File: src/design/aev_pkg.sv
// Shared constants and types of the three-channel process alarm evaluator.
package aev_pkg;
   localparam int CHANNELS       = 3;
   localparam int CLK_PERIOD_NS  = 50;
   localparam int SAMPLE_PERIOD_MS = 100;
   localparam int SAMPLE_CYCLES_DEF = SAMPLE_PERIOD_MS * 1000000 / CLK_PERIOD_NS;
   localparam int SAMPLES_PER_SEC   = 1000 / SAMPLE_PERIOD_MS;

   // Word offsets of the per-channel settings inside the setting memory.
   localparam logic [1:0] FLD_TYPE = 2'h0;
   localparam logic [1:0] FLD_HYS  = 2'h1;
   localparam logic [1:0] FLD_ASP  = 2'h2;
   localparam logic [1:0] FLD_WIN  = 2'h3;

   // Byte addresses on the register bus.
   localparam logic [7:0] ADR_MEM_LAST = 8'h2c;
   localparam logic [7:0] ADR_CTRL     = 8'h40;
   localparam logic [7:0] ADR_ASSIGN   = 8'h44;
   localparam logic [7:0] ADR_SP       = 8'h48;
   localparam logic [7:0] ADR_STATUS   = 8'h4c;

   // Control register bits.
   localparam int CTRL_RELEASE = 0;
   localparam int CTRL_FORCE_SB = 1;

   // Layout of the alarm type setting word.
   localparam int TYP_KIND_LSB = 0;
   localparam int TYP_SB_BIT   = 8;
   localparam int TYP_POL_BIT  = 9;
   localparam int TYP_LAT_LSB  = 10;

   localparam logic [4:0] KIND_OFF     = 5'h00;
   localparam logic [4:0] KIND_PV_HI   = 5'h01;
   localparam logic [4:0] KIND_PV_LO   = 5'h02;
   localparam logic [4:0] KIND_DEV_HI  = 5'h05;
   localparam logic [4:0] KIND_DEV_LO  = 5'h06;
   localparam logic [4:0] KIND_DEV_OUT = 5'h07;
   localparam logic [4:0] KIND_DEV_IN  = 5'h08;
   localparam logic [4:0] KIND_VEL     = 5'h1d;
   localparam logic [4:0] KIND_FAULT   = 5'h1e;
   localparam logic [4:0] KIND_FAIL    = 5'h1f;

   // Reset values of the settings.
   localparam logic [15:0] TYPE_RST = 16'h0003;
   localparam logic [15:0] WIN_RST  = 16'h0003;
   localparam logic [11:0] ASSIGN_RST = 12'h000;

   // Limits of the hysteresis and the velocity window.
   localparam logic signed [15:0] HYS_MIN = -16'sd19999;
   localparam logic signed [15:0] HYS_MAX = 16'sd30000;
   localparam logic [7:0] WIN_MIN_MAX = 8'd99;
   localparam logic [7:0] WIN_SEC_MAX = 8'd59;
   localparam logic [7:0] SEC_PER_MIN = 8'd60;

   // Output source selections.
   localparam logic [1:0] SRC_TYPE  = 2'h0;
   localparam logic [1:0] SRC_NORM  = 2'h1;
   localparam logic [1:0] SRC_LATCH = 2'h2;
   localparam logic [1:0] SRC_BOTH  = 2'h3;

   typedef enum logic [1:0] {SW_IDLE, SW_READ, SW_CAP, SW_EVAL} aev_sweep_type;
endpackage

File: src/design/aev_sync.sv
// Two-stage synchroniser for asynchronous pin inputs.
`timescale 1ns/1ps
`default_nettype none
module aev_sync #(
   parameter int WIDTH = 1
) (
   input  wire logic             mclk,
   input  wire logic             reset,
   input  wire logic [WIDTH-1:0] async_in,
   output logic      [WIDTH-1:0] sync_out
);
   typedef struct packed {
      logic [WIDTH-1:0] meta;
      logic [WIDTH-1:0] stable;
   } aev_sync_state_type;

   aev_sync_state_type state_ff;
   aev_sync_state_type nxt_state;

   always_comb
   begin
      nxt_state.meta   = async_in;
      nxt_state.stable = state_ff.meta;
   end

   always_ff @(posedge mclk or posedge reset)
   begin
      if (reset)
         state_ff <= '0;
      else
         state_ff <= nxt_state;
   end

   assign sync_out = state_ff.stable;
endmodule
`default_nettype wire

File: src/design/aev_param_mem.sv
// Setting memory: four words per alarm channel with a registered read port.
`timescale 1ns/1ps
`default_nettype none
module aev_param_mem
   import aev_pkg::*;
(
   input  wire logic        mclk,
   input  wire logic        reset,
   input  wire logic [3:0]  addr,
   input  wire logic        we,
   input  wire logic [15:0] wdata,
   output logic      [15:0] rdata
);
   typedef struct packed {
      logic [15:0][15:0] words;
      logic [15:0]       rd;
   } aev_mem_state_type;

   // The reset image is a constant so the asynchronous reset loads no logic output.
   function automatic aev_mem_state_type mem_reset();
      aev_mem_state_type r;
      r = '0;
      for (int i = 0; i < 4 * CHANNELS; i++)
      begin
         if (i[1:0] == FLD_TYPE)
            r.words[i] = TYPE_RST;
         else if (i[1:0] == FLD_WIN)
            r.words[i] = WIN_RST;
      end
      return r;
   endfunction

   localparam aev_mem_state_type MEM_RST = mem_reset();

   aev_mem_state_type state_ff;
   aev_mem_state_type nxt_state;

   always_comb
   begin
      nxt_state    = state_ff;
      nxt_state.rd = state_ff.words[addr];
      if (we)
         nxt_state.words[addr] = wdata;
   end

   always_ff @(posedge mclk or posedge reset)
   begin
      if (reset)
         state_ff <= MEM_RST;
      else
         state_ff <= nxt_state;
   end

   assign rdata = state_ff.rd;
endmodule
`default_nettype wire

File: src/design/aev_top.sv
// Three-channel process alarm evaluator with a Wishbone register slave.
`timescale 1ns/1ps
`default_nettype none
// Operation
// - Three independent channels, each with type, window, hysteresis and setpoint.
// - Kind codes: off, PV high/low, deviation high/low/out/in, velocity, fault, fail.
// - Type word holds latch digit, polarity, stand-by flag and alarm kind.
// - Latch digit 0 means no latch; 1 to 4 select latch behaviours.
// - Disabled and fail kinds ignore latch, polarity and stand-by digits.
// - Velocity alarm skips hysteresis, stand-by and delay.
// - Deviation thresholds are signed offsets from the setpoint.
// - Fault alarm on burnout, converter failure or cold-junction error.
// - Fault alarm is never suppressed by stand-by.
// - System failure forces contact off, ignoring polarity, latch and stand-by.
// - Armed stand-by holds alarm off until condition first disappears.
// - Stand-by arms at power-on, setpoint change, type change, forced command.
// - Latched output of latch 1, 2 and 4 stays on until a release order.
// - Latch 1: release ignored while condition persists.
// - Latch 2: every release turns latched output off.
// - Latch 3: off on release or when condition clears.
// - Latch 4: release during condition turns output off one sample only.
// - One release order from key, contact or bus clears all channels.
// - Contact and lamp can follow normal, latched or both states.
// - Velocity window limited to 00.01 through 99.59 minutes and seconds.
// - Type setting and velocity window reset to 3.
// - Hysteresis limited to -19999 through 30000 display units.
module aev_top
   import aev_pkg::*;
#(
   parameter int unsigned SAMPLE_CYCLES = SAMPLE_CYCLES_DEF
) (
   input  wire logic        mclk,
   input  wire logic        reset,
   input  wire logic [7:0]  wb_adr_i,
   input  wire logic        wb_cyc_i,
   input  wire logic        wb_stb_i,
   input  wire logic        wb_we_i,
   input  wire logic [3:0]  wb_sel_i,
   input  wire logic [31:0] wb_dat_i,
   output logic      [31:0] wb_dat_o,
   output logic             wb_ack_o,
   input  wire logic [15:0] pv_value,
   input  wire logic        pv_burnout,
   input  wire logic        pv_adc_fail,
   input  wire logic        cold_junction_comp_err,
   input  wire logic        system_fail,
   input  wire logic        release_key,
   input  wire logic        release_contact,
   output logic      [2:0]  alarm_contact,
   output logic      [2:0]  event_lamp
);
   import aev_pkg::*;

   typedef struct packed {
      logic [20:0]       div;
      logic [3:0]        sec_div;
      logic              sweep_req;
      logic              sec_req;
      logic              sec_act;
      aev_sweep_type     st;
      logic [1:0]        ch;
      logic [1:0]        fld;
      logic [3:0][15:0]  scr;
      logic              bus_ph;
      logic              ack;
      logic [31:0]       dat;
      logic [15:0]       sp;
      logic [11:0]       sel;
      logic              rel_pend;
      logic              rel_act;
      logic [2:0]        cond;
      logic [2:0]        stby;
      logic [2:0]        hold;
      logic [2:0]        lat;
      logic [2:0]        contact;
      logic [2:0]        lamp;
      logic [2:0][12:0]  vel_cnt;
      logic [2:0][15:0]  vel_ref;
      logic              key_d;
      logic              din_d;
   } aev_top_state_type;

   aev_top_state_type state_ff;
   aev_top_state_type nxt_state;

   logic [5:0]  pins_s;
   logic [3:0]  mem_addr;
   logic        mem_we;
   logic [15:0] mem_wdata;
   logic [15:0] mem_rdata;

   aev_sync #(
      .WIDTH (6)
   ) u_sync (
      .mclk     (mclk),
      .reset    (reset),
      .async_in ({release_contact, release_key, system_fail,
                  cold_junction_comp_err, pv_adc_fail, pv_burnout}),
      .sync_out (pins_s)
   );

   aev_param_mem u_mem (
      .mclk  (mclk),
      .reset (reset),
      .addr  (mem_addr),
      .we    (mem_we),
      .wdata (mem_wdata),
      .rdata (mem_rdata)
   );

   function automatic logic signed [19:0] sx(input logic [15:0] v);
      return {{4{v[15]}}, v};
   endfunction

   // Hysteresis of a high-type compare; low-type compares use the mirrored form.
   function automatic logic hys_high(input logic cur, input logic signed [19:0] v,
                                     input logic signed [19:0] th,
                                     input logic signed [19:0] hy);
      return cur ? !(v < th - hy) : (v > th);
   endfunction

   function automatic logic hys_low(input logic cur, input logic signed [19:0] v,
                                    input logic signed [19:0] th,
                                    input logic signed [19:0] hy);
      return cur ? !(v > th + hy) : (v < th);
   endfunction

   // Hysteresis and window writes are clamped so those stored words never hold an illegal value.
   function automatic logic [15:0] clamp_hys(input logic [15:0] v);
      if ($signed(v) < HYS_MIN)
         return HYS_MIN;
      else if ($signed(v) > HYS_MAX)
         return HYS_MAX;
      return v;
   endfunction

   function automatic logic [15:0] clamp_win(input logic [15:0] v);
      logic [7:0] mn;
      logic [7:0] sc;
      mn = (v[15:8] > WIN_MIN_MAX) ? WIN_MIN_MAX : v[15:8];
      sc = (v[7:0] > WIN_SEC_MAX) ? WIN_SEC_MAX : v[7:0];
      if (mn == 8'h00 && sc == 8'h00)
         sc = 8'h01;
      return {mn, sc};
   endfunction

   always_comb
   begin
      logic        acc;
      logic        rel_new;
      logic [2:0]  arm;
      logic [4:0]  kind;
      logic [2:0]  lmode;
      logic        pol;
      logic        sb_on;
      logic        c;
      logic        n;
      logic        l;
      logic        h;
      logic        src;
      logic [1:0]  sel;
      logic [12:0] win;
      logic signed [19:0] pv;
      logic signed [19:0] dev;
      logic signed [19:0] th;
      logic signed [19:0] hy;
      logic signed [19:0] dv;
      acc = 1'b0;
      rel_new = 1'b0;
      arm = 3'h0;
      kind = state_ff.scr[FLD_TYPE][TYP_KIND_LSB +: 5];
      lmode = state_ff.scr[FLD_TYPE][TYP_LAT_LSB +: 3];
      pol = state_ff.scr[FLD_TYPE][TYP_POL_BIT];
      sb_on = state_ff.scr[FLD_TYPE][TYP_SB_BIT];
      c = 1'b0;
      n = 1'b0;
      l = 1'b0;
      h = 1'b0;
      src = 1'b0;
      sel = 2'h0;
      win = 13'h0;
      pv = sx(pv_value);
      dev = sx(pv_value) - sx(state_ff.sp);
      th = sx(state_ff.scr[FLD_ASP]);
      hy = sx(state_ff.scr[FLD_HYS]);
      dv = 20'sh0;
      nxt_state = state_ff;
      mem_addr = {state_ff.ch, state_ff.fld};
      mem_we = 1'b0;
      mem_wdata = wb_dat_i[15:0];
      nxt_state.ack = 1'b0;
      nxt_state.key_d = pins_s[4];
      nxt_state.din_d = pins_s[5];

      // Sampling period and one-second dividers.
      if (state_ff.div >= 21'(SAMPLE_CYCLES - 1))
      begin
         nxt_state.div = 21'h0;
         nxt_state.sweep_req = 1'b1;
         if (state_ff.sec_div == 4'(SAMPLES_PER_SEC - 1))
         begin
            nxt_state.sec_div = 4'h0;
            nxt_state.sec_req = 1'b1;
         end
         else
            nxt_state.sec_div = state_ff.sec_div + 4'h1;
      end
      else
         nxt_state.div = state_ff.div + 21'h1;

      // Bus slave: accept, then answer one cycle later.
      if (state_ff.bus_ph)
      begin
         nxt_state.bus_ph = 1'b0;
         nxt_state.ack = 1'b1;
         if (wb_we_i)
            nxt_state.dat = 32'h0;
         else if (wb_adr_i <= ADR_MEM_LAST && wb_adr_i[1:0] == 2'h0)
            nxt_state.dat = {16'h0, mem_rdata};
         else if (wb_adr_i == ADR_ASSIGN)
            nxt_state.dat = {20'h0, state_ff.sel};
         else if (wb_adr_i == ADR_SP)
            nxt_state.dat = {16'h0, state_ff.sp};
         else if (wb_adr_i == ADR_STATUS)
            nxt_state.dat = {16'h0, pins_s[3], state_ff.lamp, state_ff.contact,
                             state_ff.lat, state_ff.stby, state_ff.cond};
         else
            nxt_state.dat = 32'h0;
      end
      else if (wb_cyc_i && wb_stb_i && !state_ff.ack && state_ff.st == SW_IDLE)
      begin
         acc = 1'b1;
         nxt_state.bus_ph = 1'b1;
      end

      if (acc && wb_adr_i <= ADR_MEM_LAST && wb_adr_i[1:0] == 2'h0)
      begin
         mem_addr = wb_adr_i[5:2];
         if (wb_we_i && wb_sel_i[1:0] == 2'h3)
         begin
            mem_we = 1'b1;
            if (wb_adr_i[3:2] == FLD_HYS)
               mem_wdata = clamp_hys(wb_dat_i[15:0]);
            else if (wb_adr_i[3:2] == FLD_WIN)
               mem_wdata = clamp_win(wb_dat_i[15:0]);
            if (wb_adr_i[3:2] == FLD_TYPE)
               arm[wb_adr_i[5:4]] = 1'b1;
         end
      end
      else if (acc && wb_we_i)
      begin
         if (wb_adr_i == ADR_CTRL && wb_sel_i[0])
         begin
            rel_new = wb_dat_i[CTRL_RELEASE];
            if (wb_dat_i[CTRL_FORCE_SB])
               arm = 3'h7;
         end
         else if (wb_adr_i == ADR_ASSIGN && wb_sel_i[1:0] == 2'h3)
            nxt_state.sel = wb_dat_i[11:0];
         else if (wb_adr_i == ADR_SP && wb_sel_i[1:0] == 2'h3)
         begin
            nxt_state.sp = wb_dat_i[15:0];
            arm = 3'h7;
         end
      end

      // Rising edges of the key and contact input are release orders.
      if ((pins_s[4] && !state_ff.key_d) || (pins_s[5] && !state_ff.din_d))
         rel_new = 1'b1;

      // Sweep: read four setting words per channel, then evaluate it.
      case (state_ff.st)
         SW_IDLE:
         begin
            if (state_ff.sweep_req && !state_ff.bus_ph && !acc)
            begin
               nxt_state.sweep_req = 1'b0;
               nxt_state.sec_act = state_ff.sec_req;
               nxt_state.sec_req = 1'b0;
               nxt_state.rel_act = state_ff.rel_pend;
               nxt_state.rel_pend = 1'b0;
               nxt_state.ch = 2'h0;
               nxt_state.fld = 2'h0;
               nxt_state.st = SW_READ;
            end
         end
         SW_READ:
            nxt_state.st = SW_CAP;
         SW_CAP:
         begin
            nxt_state.scr[state_ff.fld] = mem_rdata;
            nxt_state.fld = state_ff.fld + 2'h1;
            nxt_state.st = (state_ff.fld == FLD_WIN) ? SW_EVAL : SW_READ;
         end
         default:
         begin
            c = state_ff.cond[state_ff.ch];
            case (kind)
               KIND_PV_HI:
                  c = hys_high(c, pv, th, hy);
               KIND_PV_LO:
                  c = hys_low(c, pv, th, hy);
               KIND_DEV_HI:
                  c = hys_high(c, dev, th, hy);
               KIND_DEV_LO:
                  c = hys_low(c, dev, th, hy);
               KIND_DEV_OUT:
                  c = hys_high(c, dev, th, hy) | hys_low(c, dev, -th, hy);
               KIND_DEV_IN:
                  c = c ? (dev <= th + hy && dev >= -th - hy) : (dev <= th && dev >= -th);
               KIND_VEL:
               begin
                  // The compare only happens at the end of each window.
                  win = 13'(state_ff.scr[FLD_WIN][15:8]) * 13'(SEC_PER_MIN)
                        + 13'(state_ff.scr[FLD_WIN][7:0]);
                  if (state_ff.sec_act)
                  begin
                     nxt_state.vel_cnt[state_ff.ch] = state_ff.vel_cnt[state_ff.ch] + 13'h1;
                     if (state_ff.vel_cnt[state_ff.ch] + 13'h1 >= win)
                     begin
                        dv = pv - sx(state_ff.vel_ref[state_ff.ch]);
                        c = (dv > th) || (-dv > th);
                        nxt_state.vel_ref[state_ff.ch] = pv_value;
                        nxt_state.vel_cnt[state_ff.ch] = 13'h0;
                     end
                  end
               end
               KIND_FAULT:
                  c = pins_s[0] | pins_s[1] | pins_s[2];
               KIND_FAIL:
                  c = pins_s[3];
               default:
                  c = 1'b0;
            endcase
            if (kind == KIND_VEL || kind == KIND_FAULT)
               sb_on = 1'b0;
            n = c && !(sb_on && state_ff.stby[state_ff.ch]);
            if (!c)
               nxt_state.stby[state_ff.ch] = 1'b0;
            nxt_state.cond[state_ff.ch] = c;
            l = state_ff.lat[state_ff.ch];
            h = state_ff.hold[state_ff.ch] && c;
            case (lmode)
               3'h1:
                  l = (state_ff.rel_act && !n) ? 1'b0 : (l | n);
               3'h2:
               begin
                  if (state_ff.rel_act)
                     h = 1'b1;
                  l = state_ff.rel_act ? 1'b0 : (l | (n & !h));
               end
               3'h3:
               begin
                  if (state_ff.rel_act)
                     h = 1'b1;
                  l = n & !h;
               end
               3'h4:
                  l = state_ff.rel_act ? 1'b0 : (l | n);
               default:
               begin
                  lmode = 3'h0;
                  l = n;
               end
            endcase
            nxt_state.lat[state_ff.ch] = l;
            nxt_state.hold[state_ff.ch] = h;
            sel = state_ff.sel[state_ff.ch * 4 +: 2];
            if (sel == SRC_TYPE)
               src = (lmode != 3'h0) ? l : n;
            else if (sel == SRC_NORM)
               src = n;
            else if (sel == SRC_LATCH)
               src = l;
            else
               src = n | l;
            if (kind == KIND_FAIL)
            begin
               nxt_state.contact[state_ff.ch] = !c;
               nxt_state.lamp[state_ff.ch] = c;
            end
            else if (kind == KIND_OFF || c == 1'b0 && l == 1'b0 && src == 1'b0
                     && !(kind inside {KIND_PV_HI, KIND_PV_LO, KIND_DEV_HI, KIND_DEV_LO,
                                       KIND_DEV_OUT, KIND_DEV_IN, KIND_VEL, KIND_FAULT}))
            begin
               nxt_state.contact[state_ff.ch] = 1'b0;
               nxt_state.lamp[state_ff.ch] = 1'b0;
            end
            else
            begin
               nxt_state.contact[state_ff.ch] = src ^ pol;
               nxt_state.lamp[state_ff.ch] = src;
            end
            nxt_state.fld = 2'h0;
            if (state_ff.ch == 2'(CHANNELS - 1))
            begin
               nxt_state.st = SW_IDLE;
               nxt_state.rel_act = 1'b0;
            end
            else
            begin
               nxt_state.ch = state_ff.ch + 2'h1;
               nxt_state.st = SW_READ;
            end
         end
      endcase

      // New orders win over the clears made above in the same cycle.
      if (rel_new)
         nxt_state.rel_pend = 1'b1;
      nxt_state.stby = nxt_state.stby | arm;
   end

   always_ff @(posedge mclk or posedge reset)
   begin
      if (reset)
      begin
         state_ff <= '0;
         state_ff.stby <= 3'h7;
         state_ff.sel <= ASSIGN_RST;
      end
      else
         state_ff <= nxt_state;
   end

   assign wb_dat_o = state_ff.dat;
   assign wb_ack_o = state_ff.ack;
   assign alarm_contact = state_ff.contact;
   assign event_lamp = state_ff.lamp;
endmodule
`default_nettype wire

File: config.mk
export PLATFORM = sky130hd
export DESIGN_NAME = aev_top
export DESIGN_NICKNAME = d
export VERILOG_FILES = /design/src/design/aev_pkg.sv /design/src/design/aev_sync.sv /design/src/design/aev_param_mem.sv /design/src/design/aev_top.sv
export SDC_FILE = /design/constraint.sdc
export NUM_CORES = 2
export LEC_CHECK = 0
export CAP_MARGIN = 20
export CORE_UTILIZATION = 50
export DETAILED_ROUTE_END_ITERATION = 12
export DONT_BUFFER_PORTS = 1
export RECOVER_POWER = 25
export SKIP_CTS_REPAIR_TIMING = 1
export SYNTH_ARGS = -nofsm -noshare
export SYNTH_HDL_FRONTEND = slang
export SYNTH_SLANG_ARGS = --single-unit
File: constraint.sdc
create_clock -name mclk -period 28.5 [get_ports mclk]
set_input_delay 2.85 -clock mclk [delete_from_list [all_inputs] [get_ports mclk]]
set_output_delay 2.85 -clock mclk [all_outputs]
set_load 0.005 [all_outputs]
-- Word-level counts from Yosys, hierarchy flattened
Index checks and enable logic that the tools add are counted.
- output and inout port bits: 39
- bits of input ports: 71
- register bits: 553
- logic and storage cells: 356
- add/sub/neg operators: 14
- reductions and logical operators: 73
- shift-type cells: 1
- muxes and demuxes: 130
- equality and inequality tests: 29
- $mul: 1
- bitwise logic cells: 25
- $lt $le $gt $ge: 31
- operator list (operator ; number):
    $mux W87 ; 3
    $bwmux W256 ; 1
    $mux W16 ; 14
    $mux W102 ; 1
    $mux W32 ; 3
    $bmux W16 S4 ; 1
    $bwmux W64 ; 1
    $demux W16 S2 ; 2
    $demux W16 S4 ; 1
    $sub A16 B16 Y17 ; 3
    $mux W1 ; 50
    $bwmux W48 ; 1
    $ge A17 B20 Y1 ; 2
    $and A39 B39 Y39 ; 1
    $bwmux W39 ; 1
    $not A39 Y39 ; 1
    $mux W3 ; 12
    $gt A17 B16 Y1 ; 2
    $mux W33 ; 1
    $bmux W16 S2 ; 1
    $eq A8 B7 Y1 const B ; 4
    $logic_and A1 B1 Y1 ; 29
    $bmux W13 S2 ; 1
    $demux W13 S2 ; 1
    85 further kinds ; 167

-- Longest topological paths before layout
- depth in word-level cells: 33
- depth in mapped cells: 32
- mapped depth without buffers: 29

-- Hierarchy
Synthesis repeated with hierarchy kept, for this count alone.
- cells, all modules: 3280
- area, all modules: 35196.3 um2
- by module, submodules not included (module ; area each (um2) ; cells each ; seq. area each (um2) ; instances):
    aev_top ; 22620.4 ; 2517 ; 6184.7 ; 1
    aev_param_mem ; 12271.8 ; 750 ; 6821.5 ; 1
    aev_sync ; 304.0 ; 13 ; 300.3 ; 1

-- Least setup slack after synthesis
OpenSTA, ideal clock, no wires.
- kind: input -> register
- start: input pv_value[0]
- end: register state_ff (netlist bit alarm_contact[0])
- library setup time: 131 ps
- path buffers: 1
- setup slack: 20328 ps
- required time: 28369 ps
- cell stages on the path: 28
- arrival time: 8041 ps
- cell sequence: inv_1 > ha_1 > inv_1 > fa_1 > a21o_1 > a21oi_1 > o21ai_0 > a21oi_1 > o21bai_1 > a21oi_1 > o21ai_0 > nor4_1 > nor4b_1 > o21ai_0 > a31o_2 > ha_1 > and3_1 > nand3_1 > or4_1 > nand2b_1 > o2111ai_1 > mux2i_1 > or3b_1 > and4bb_1 > buf_6 > and2_4 > a311oi_2 > o31ai_1
- cells in the longest elaborated chain, start to end: 29
- elaborated cells between the ends (all ways): 77
- those cells by class: add/sub (3); order compare (16); mux (29); bitwise (10); reduce/logical (19)
- RTL lines (item ; line ; source):
    start: declaration ; aev_top.sv:42 ; input wire logic [15:0] pv_value,
    $sub A16 B16 Y17 ; aev_top.sv:321 ; dv = pv - sx(state_ff.vel_ref[state_ff.ch]);
    $neg A17 Y20 ; aev_top.sv:322 ; c = (dv > th) || (-dv > th);
    $gt A20 B16 Y1 ; aev_top.sv:322 ;
    $logic_or A1 B1 Y1 ; aev_top.sv:322 ;
    $mux W1 ; aev_top.sv:319 ; if (state_ff.vel_cnt[state_ff.ch] + 13'h1 >= win)
    $mux W1 ; aev_top.sv:316 ; if (state_ff.sec_act)
    $pmux W1 S9 (*) ; aev_top.sv:298 ; case (kind)
    $mux W1 (*) ; aev_top.sv:272 ; case (state_ff.st)
    (+13 left out) ; -- ;
    $mux W1 ; aev_top.sv:369 ; if (sel == SRC_TYPE)
    $mux W1 ; aev_top.sv:272 ;
    $not A1 Y1 ; aev_top.sv:382 ; else if (kind == KIND_OFF || c == 1'b0 && l == 1'b0 && src == 1'b0
    $logic_and A1 B1 Y1 ; aev_top.sv:382 ;
    $logic_and A1 B1 Y1 ; aev_top.sv:383 ; && !(kind inside {KIND_PV_HI, KIND_PV_LO, KIND_DEV_HI, KIND_DEV_LO,
    $logic_or A1 B1 Y1 ; aev_top.sv:382 ;
    $mux W6 ; aev_top.sv:382 ;
    $mux W6 (*) ; aev_top.sv:377 ; if (kind == KIND_FAIL)
    end signal: assignment ; aev_top.sv:423 ; state_ff <= nxt_state;
    end: declaration ; aev_top.sv:83 ; aev_top_state_type state_ff;
Mark *: on every way between the ends. The rest lies on a longest branch, timed or not. The select of a mux whose other input is x is not followed.
A chain may end at the register's enable or synchronous reset.

-- Final worst setup path
- start: input pv_value[0]
- end: register state_ff (netlist bit event_lamp[1])
The elaborated chain is that of the path after synthesis.

==> results.md <==
* Pins over their slew limit at 101
* Worst Skew at 0.0336 ns
* Total Routing Usage GR at 0.291
* Yosys top cell by area: dfrtp_1
* Area contributors post-synth: dfrtp_1 38%, ha_1 12%, nand2_1 6.7%, mux2_2 5.3%, o21ai_0 4.6%
* # H-tree levels at 2
* Post-synth top cells: 611 x nand2_1, 516 x dfrtp_1, 340 x ha_1
* Largest family of logic cells by synthesized area: simple AND/OR/NAND/NOR gates
* Antenna cells at 0
* Multiplexer area fraction after synthesis at 0.0646
* Post-synth top area share at 0.377
* Worst-margin pin slew at 4.68 ns
* Post-synth top flop: dfrtp_1
* WL/cell at 22.0 um
* Clock slew at reported path FFs at 0.06 ns
* DP Wirelength at roughly 74,000 um
* Synth unique cells at 85
* Hold Vio Cnt, Final at 0
* Slowest-stage cell, CP: nor4_1
* # IOs at 110
* Final instance area at 36,800 um^2
* Initial Util at 0.508
* Worst-skew pair later-pin latency at around 0.64 ns
* Fin cells at about 4,600
* Clock power share at 0.483
* Switch Pwr at 397 uW
* Global placer's final weighted congestion at between 0.9 and 1
* RSZ-0062 raised after global routing: false
* # clock sinks at about 530
* DR pass1 iterations at 5
* CP required at 29.02 ns
* Register area share after synthesis at 0.388
* Vias in the first global route at 26,800
* Post-synthesis xor/xnor area fraction at 0.0409
* Mapped Cells at 3,808
* Die H at 264 um
* Avg Vias per Cell at ~5.9
* Max_slew headroom at -2.13
* Post-Synthesis Cell Area at 34,300 um^2
* Maximum vdd ir drop at 0.0576 mV
* Status: finished with violations
* Syn_area_per_cell at ~9.0 um^2
* First-pass GRT wire length at 158,000 um
* Total negative setup slack at 0 ns
* CP Capture Type: register
* Switching share of total power at 0.236
* Core ar. at 67,500 um^2
* Cell area power density at 45.7 nW/um^2
* Comb pwr share at 0.065
* Share of power burned in registers at 0.452
* TritonCTS clock tree: built
* DR DRC count at 0
* Initial antenna violation count at 0
* Placed inst area at 34,700 um^2
* Critical path's largest stage delay at slightly above 0.8 ns
* Hold slack at 0.346 ns
* I/O Buffers at 0
* Post-synth EDFFs at 0
* Fin util at 0.546
* Crit path time final at 9.26 ns
* Die X at between 200 and 300 um
* Synth Area in Adders at 0.136
* Final wirelength at 101,000 um
* MaxCap Viol Count at 1
* Synth Area in Simple Gates at 0.170
* Layout area overhead at 7.46%
* Count of final setup violators at 0
* Nature of the critical path startpoint: primary input
* Initial DRC Count at 1,845
* Ys Warns at 0
* Crit Path Max Fanout at 8
* Flops & latches, synth at 531
* Fmax at 0.108 GHz
* Most frequent cell after synthesis: nand2_1
* Asr flop ratio synth at 1.00
* Final Cycle Share at 0.325
* P_leak at 0.0169 uW
* Congestion Overflow GR at 0
* Final #Nets at 4,095
* Dpl cells at 4,473
* Violated checks: capacitance limit, slew limit
* CP arrival at roughly 10 ns
* CTS buffer count at 59
* Largest net degree at the start of global routing at 132
* Compound-Gate Fraction of Synth Area at 0.145
* Via count at around 27,000
* Die area at 69,600 um^2
* Hold crit path type: register to register
* Int Pwr at ~1300 uW
* Root buffer cell: clkbuf_16
* Cell Rows at 95
* Antenna-violating nets left at 0
* Clk buf depth at 3
* WS Path Type: primary input to register
* Share of cells above drive strength 1 at 0.0980
-- power groups by stage --
stage | Combinational [uW] | Sequential, uW | Clock (uW)
after detailed placement | 107 | 774 | 0
after CTS | 108 | 761 | 832
final | 110 | 761 | 814
after global routing | 125 | 761 | 862
after floorplan | 81.3 | 772 | 0
after global placement | 103 | 774 | 0
-- state kept, by name, summed over array words and instances (netlist names), named ones only --
| register | count |
|---|---|
| state_ff | 185 |
| wb_dat_o | 16 |
| event_lamp | 3 |
| wb_ack_o | 1 |
| u_sync.sync_out | 6 |
| alarm_contact | 3 |
| u_sync.nxt_state | 6 |
| u_mem.rdata | 16 |
| u_mem.state_ff | 256 |
-- worst paths after layout --
| kind | from | endpoint | slack, ns | cells after the start |
|---|---|---|---|---|
| max | pv_value[0] | event_lamp[1]$_DFFE_PP0P_ | 19.24 | 26 |
| min | u_sync.nxt_state[1]$_DFF_PP0_ | u_sync.sync_out[1]$_DFF_PP0_ | 0.35 | 0 |
| max reg2reg | state_ff[203]$_DFFE_PP0P_ | event_lamp[1]$_DFFE_PP0P_ | 20.24 | 26 |
| min reg2reg | u_sync.nxt_state[1]$_DFF_PP0_ | u_sync.sync_out[1]$_DFF_PP0_ | 0.35 | 0 |
| max in group asynchronous | reset | u_mem.state_ff[220]$_DFFE_PP0P_ | 21.81 | 3 |
| min in group asynchronous | reset | u_mem.state_ff[86]$_DFFE_PP0P_ | 3.50 | 1 |
-- layout by cell type (no fill, tap or decap), types with 16 or more instances in the layout --
cell	instances
nand2_1	611
dfrtp_1	514
ha_1	340
o21ai_0	318
nand3_1	196
inv_1	193
a21oi_1	179
nor2_1	169
mux2_2	162
xnor2_1	119
clkbuf_16	59
nand4_1	44
nor3_1	42
xor2_1	41
nor2b_1	40
a21o_1	39
buf_4	39
mux2i_1	38
a311oi_1	35
a31oi_1	35
and3_1	32
and2_1	27
o21a_1	26
nand2b_1	24
o21bai_1	24
fa_1	20
o22ai_1	19
a22oi_1	17
clkbuf_1	17
nor4_1	16
conb_1	16
-- metrics by stage --
step / setup WS [ns] / total power [uW]
2_1_floorplan: 10.84 / 854
3_3_place_gp: 19.01 / 877
3_5_place_dp: 18.88 / 882
4_1_cts: 19.54 / 1700
5_1_grt: 19.10 / 1750
6_report: 19.24 / 1680
-- layout make-up --
cell class / count / area (um^2)
repair buffers: 48 / 417
well taps: 873 / 1090
multi-input cells: 2827 / 19200
fillers: 6138 / 30700
clock buffers: 87 / 1720
flip-flops and latches: 531 / 13300
clock inverters: 23 / 377
inverters: 197 / 741
-- cells by family (layout without fill, tap and decap cells) --
| family | Yosys count | in the layout |
|---|---|---|
| mux | 201 | 201 |
| xor+xnor | 160 | 160 |
| other cells | 1 | 16 |
| buf+inv | 465 | 355 |
| compound gates | 816 | 816 |
| simple gates | 1274 | 1274 |
| fa+ha+maj | 360 | 360 |
| flops | 531 | 531 |
-- metal layers --
layer,global-route usage,share of wire,vias to the layer above
li1,-,-,12900
met1,0.399,0.44,13100
met2,0.469,0.45,865
met3,0.0474,0.067,184
met4,0.0995,0.035,0
met5,0,0,-
-- critical path, delay by kind of cell --
kind                     cells  cell delay [ns]
AND/OR/NAND/NOR              7             2.25
AO/OA/AOI/OAI               13             3.28
multiplexers                 1             0.31
adder cells (fa/ha/maj)      3             0.88
buffers and inverters        2             0.22
No activity file was read; power rests on OpenSTA's default activity.
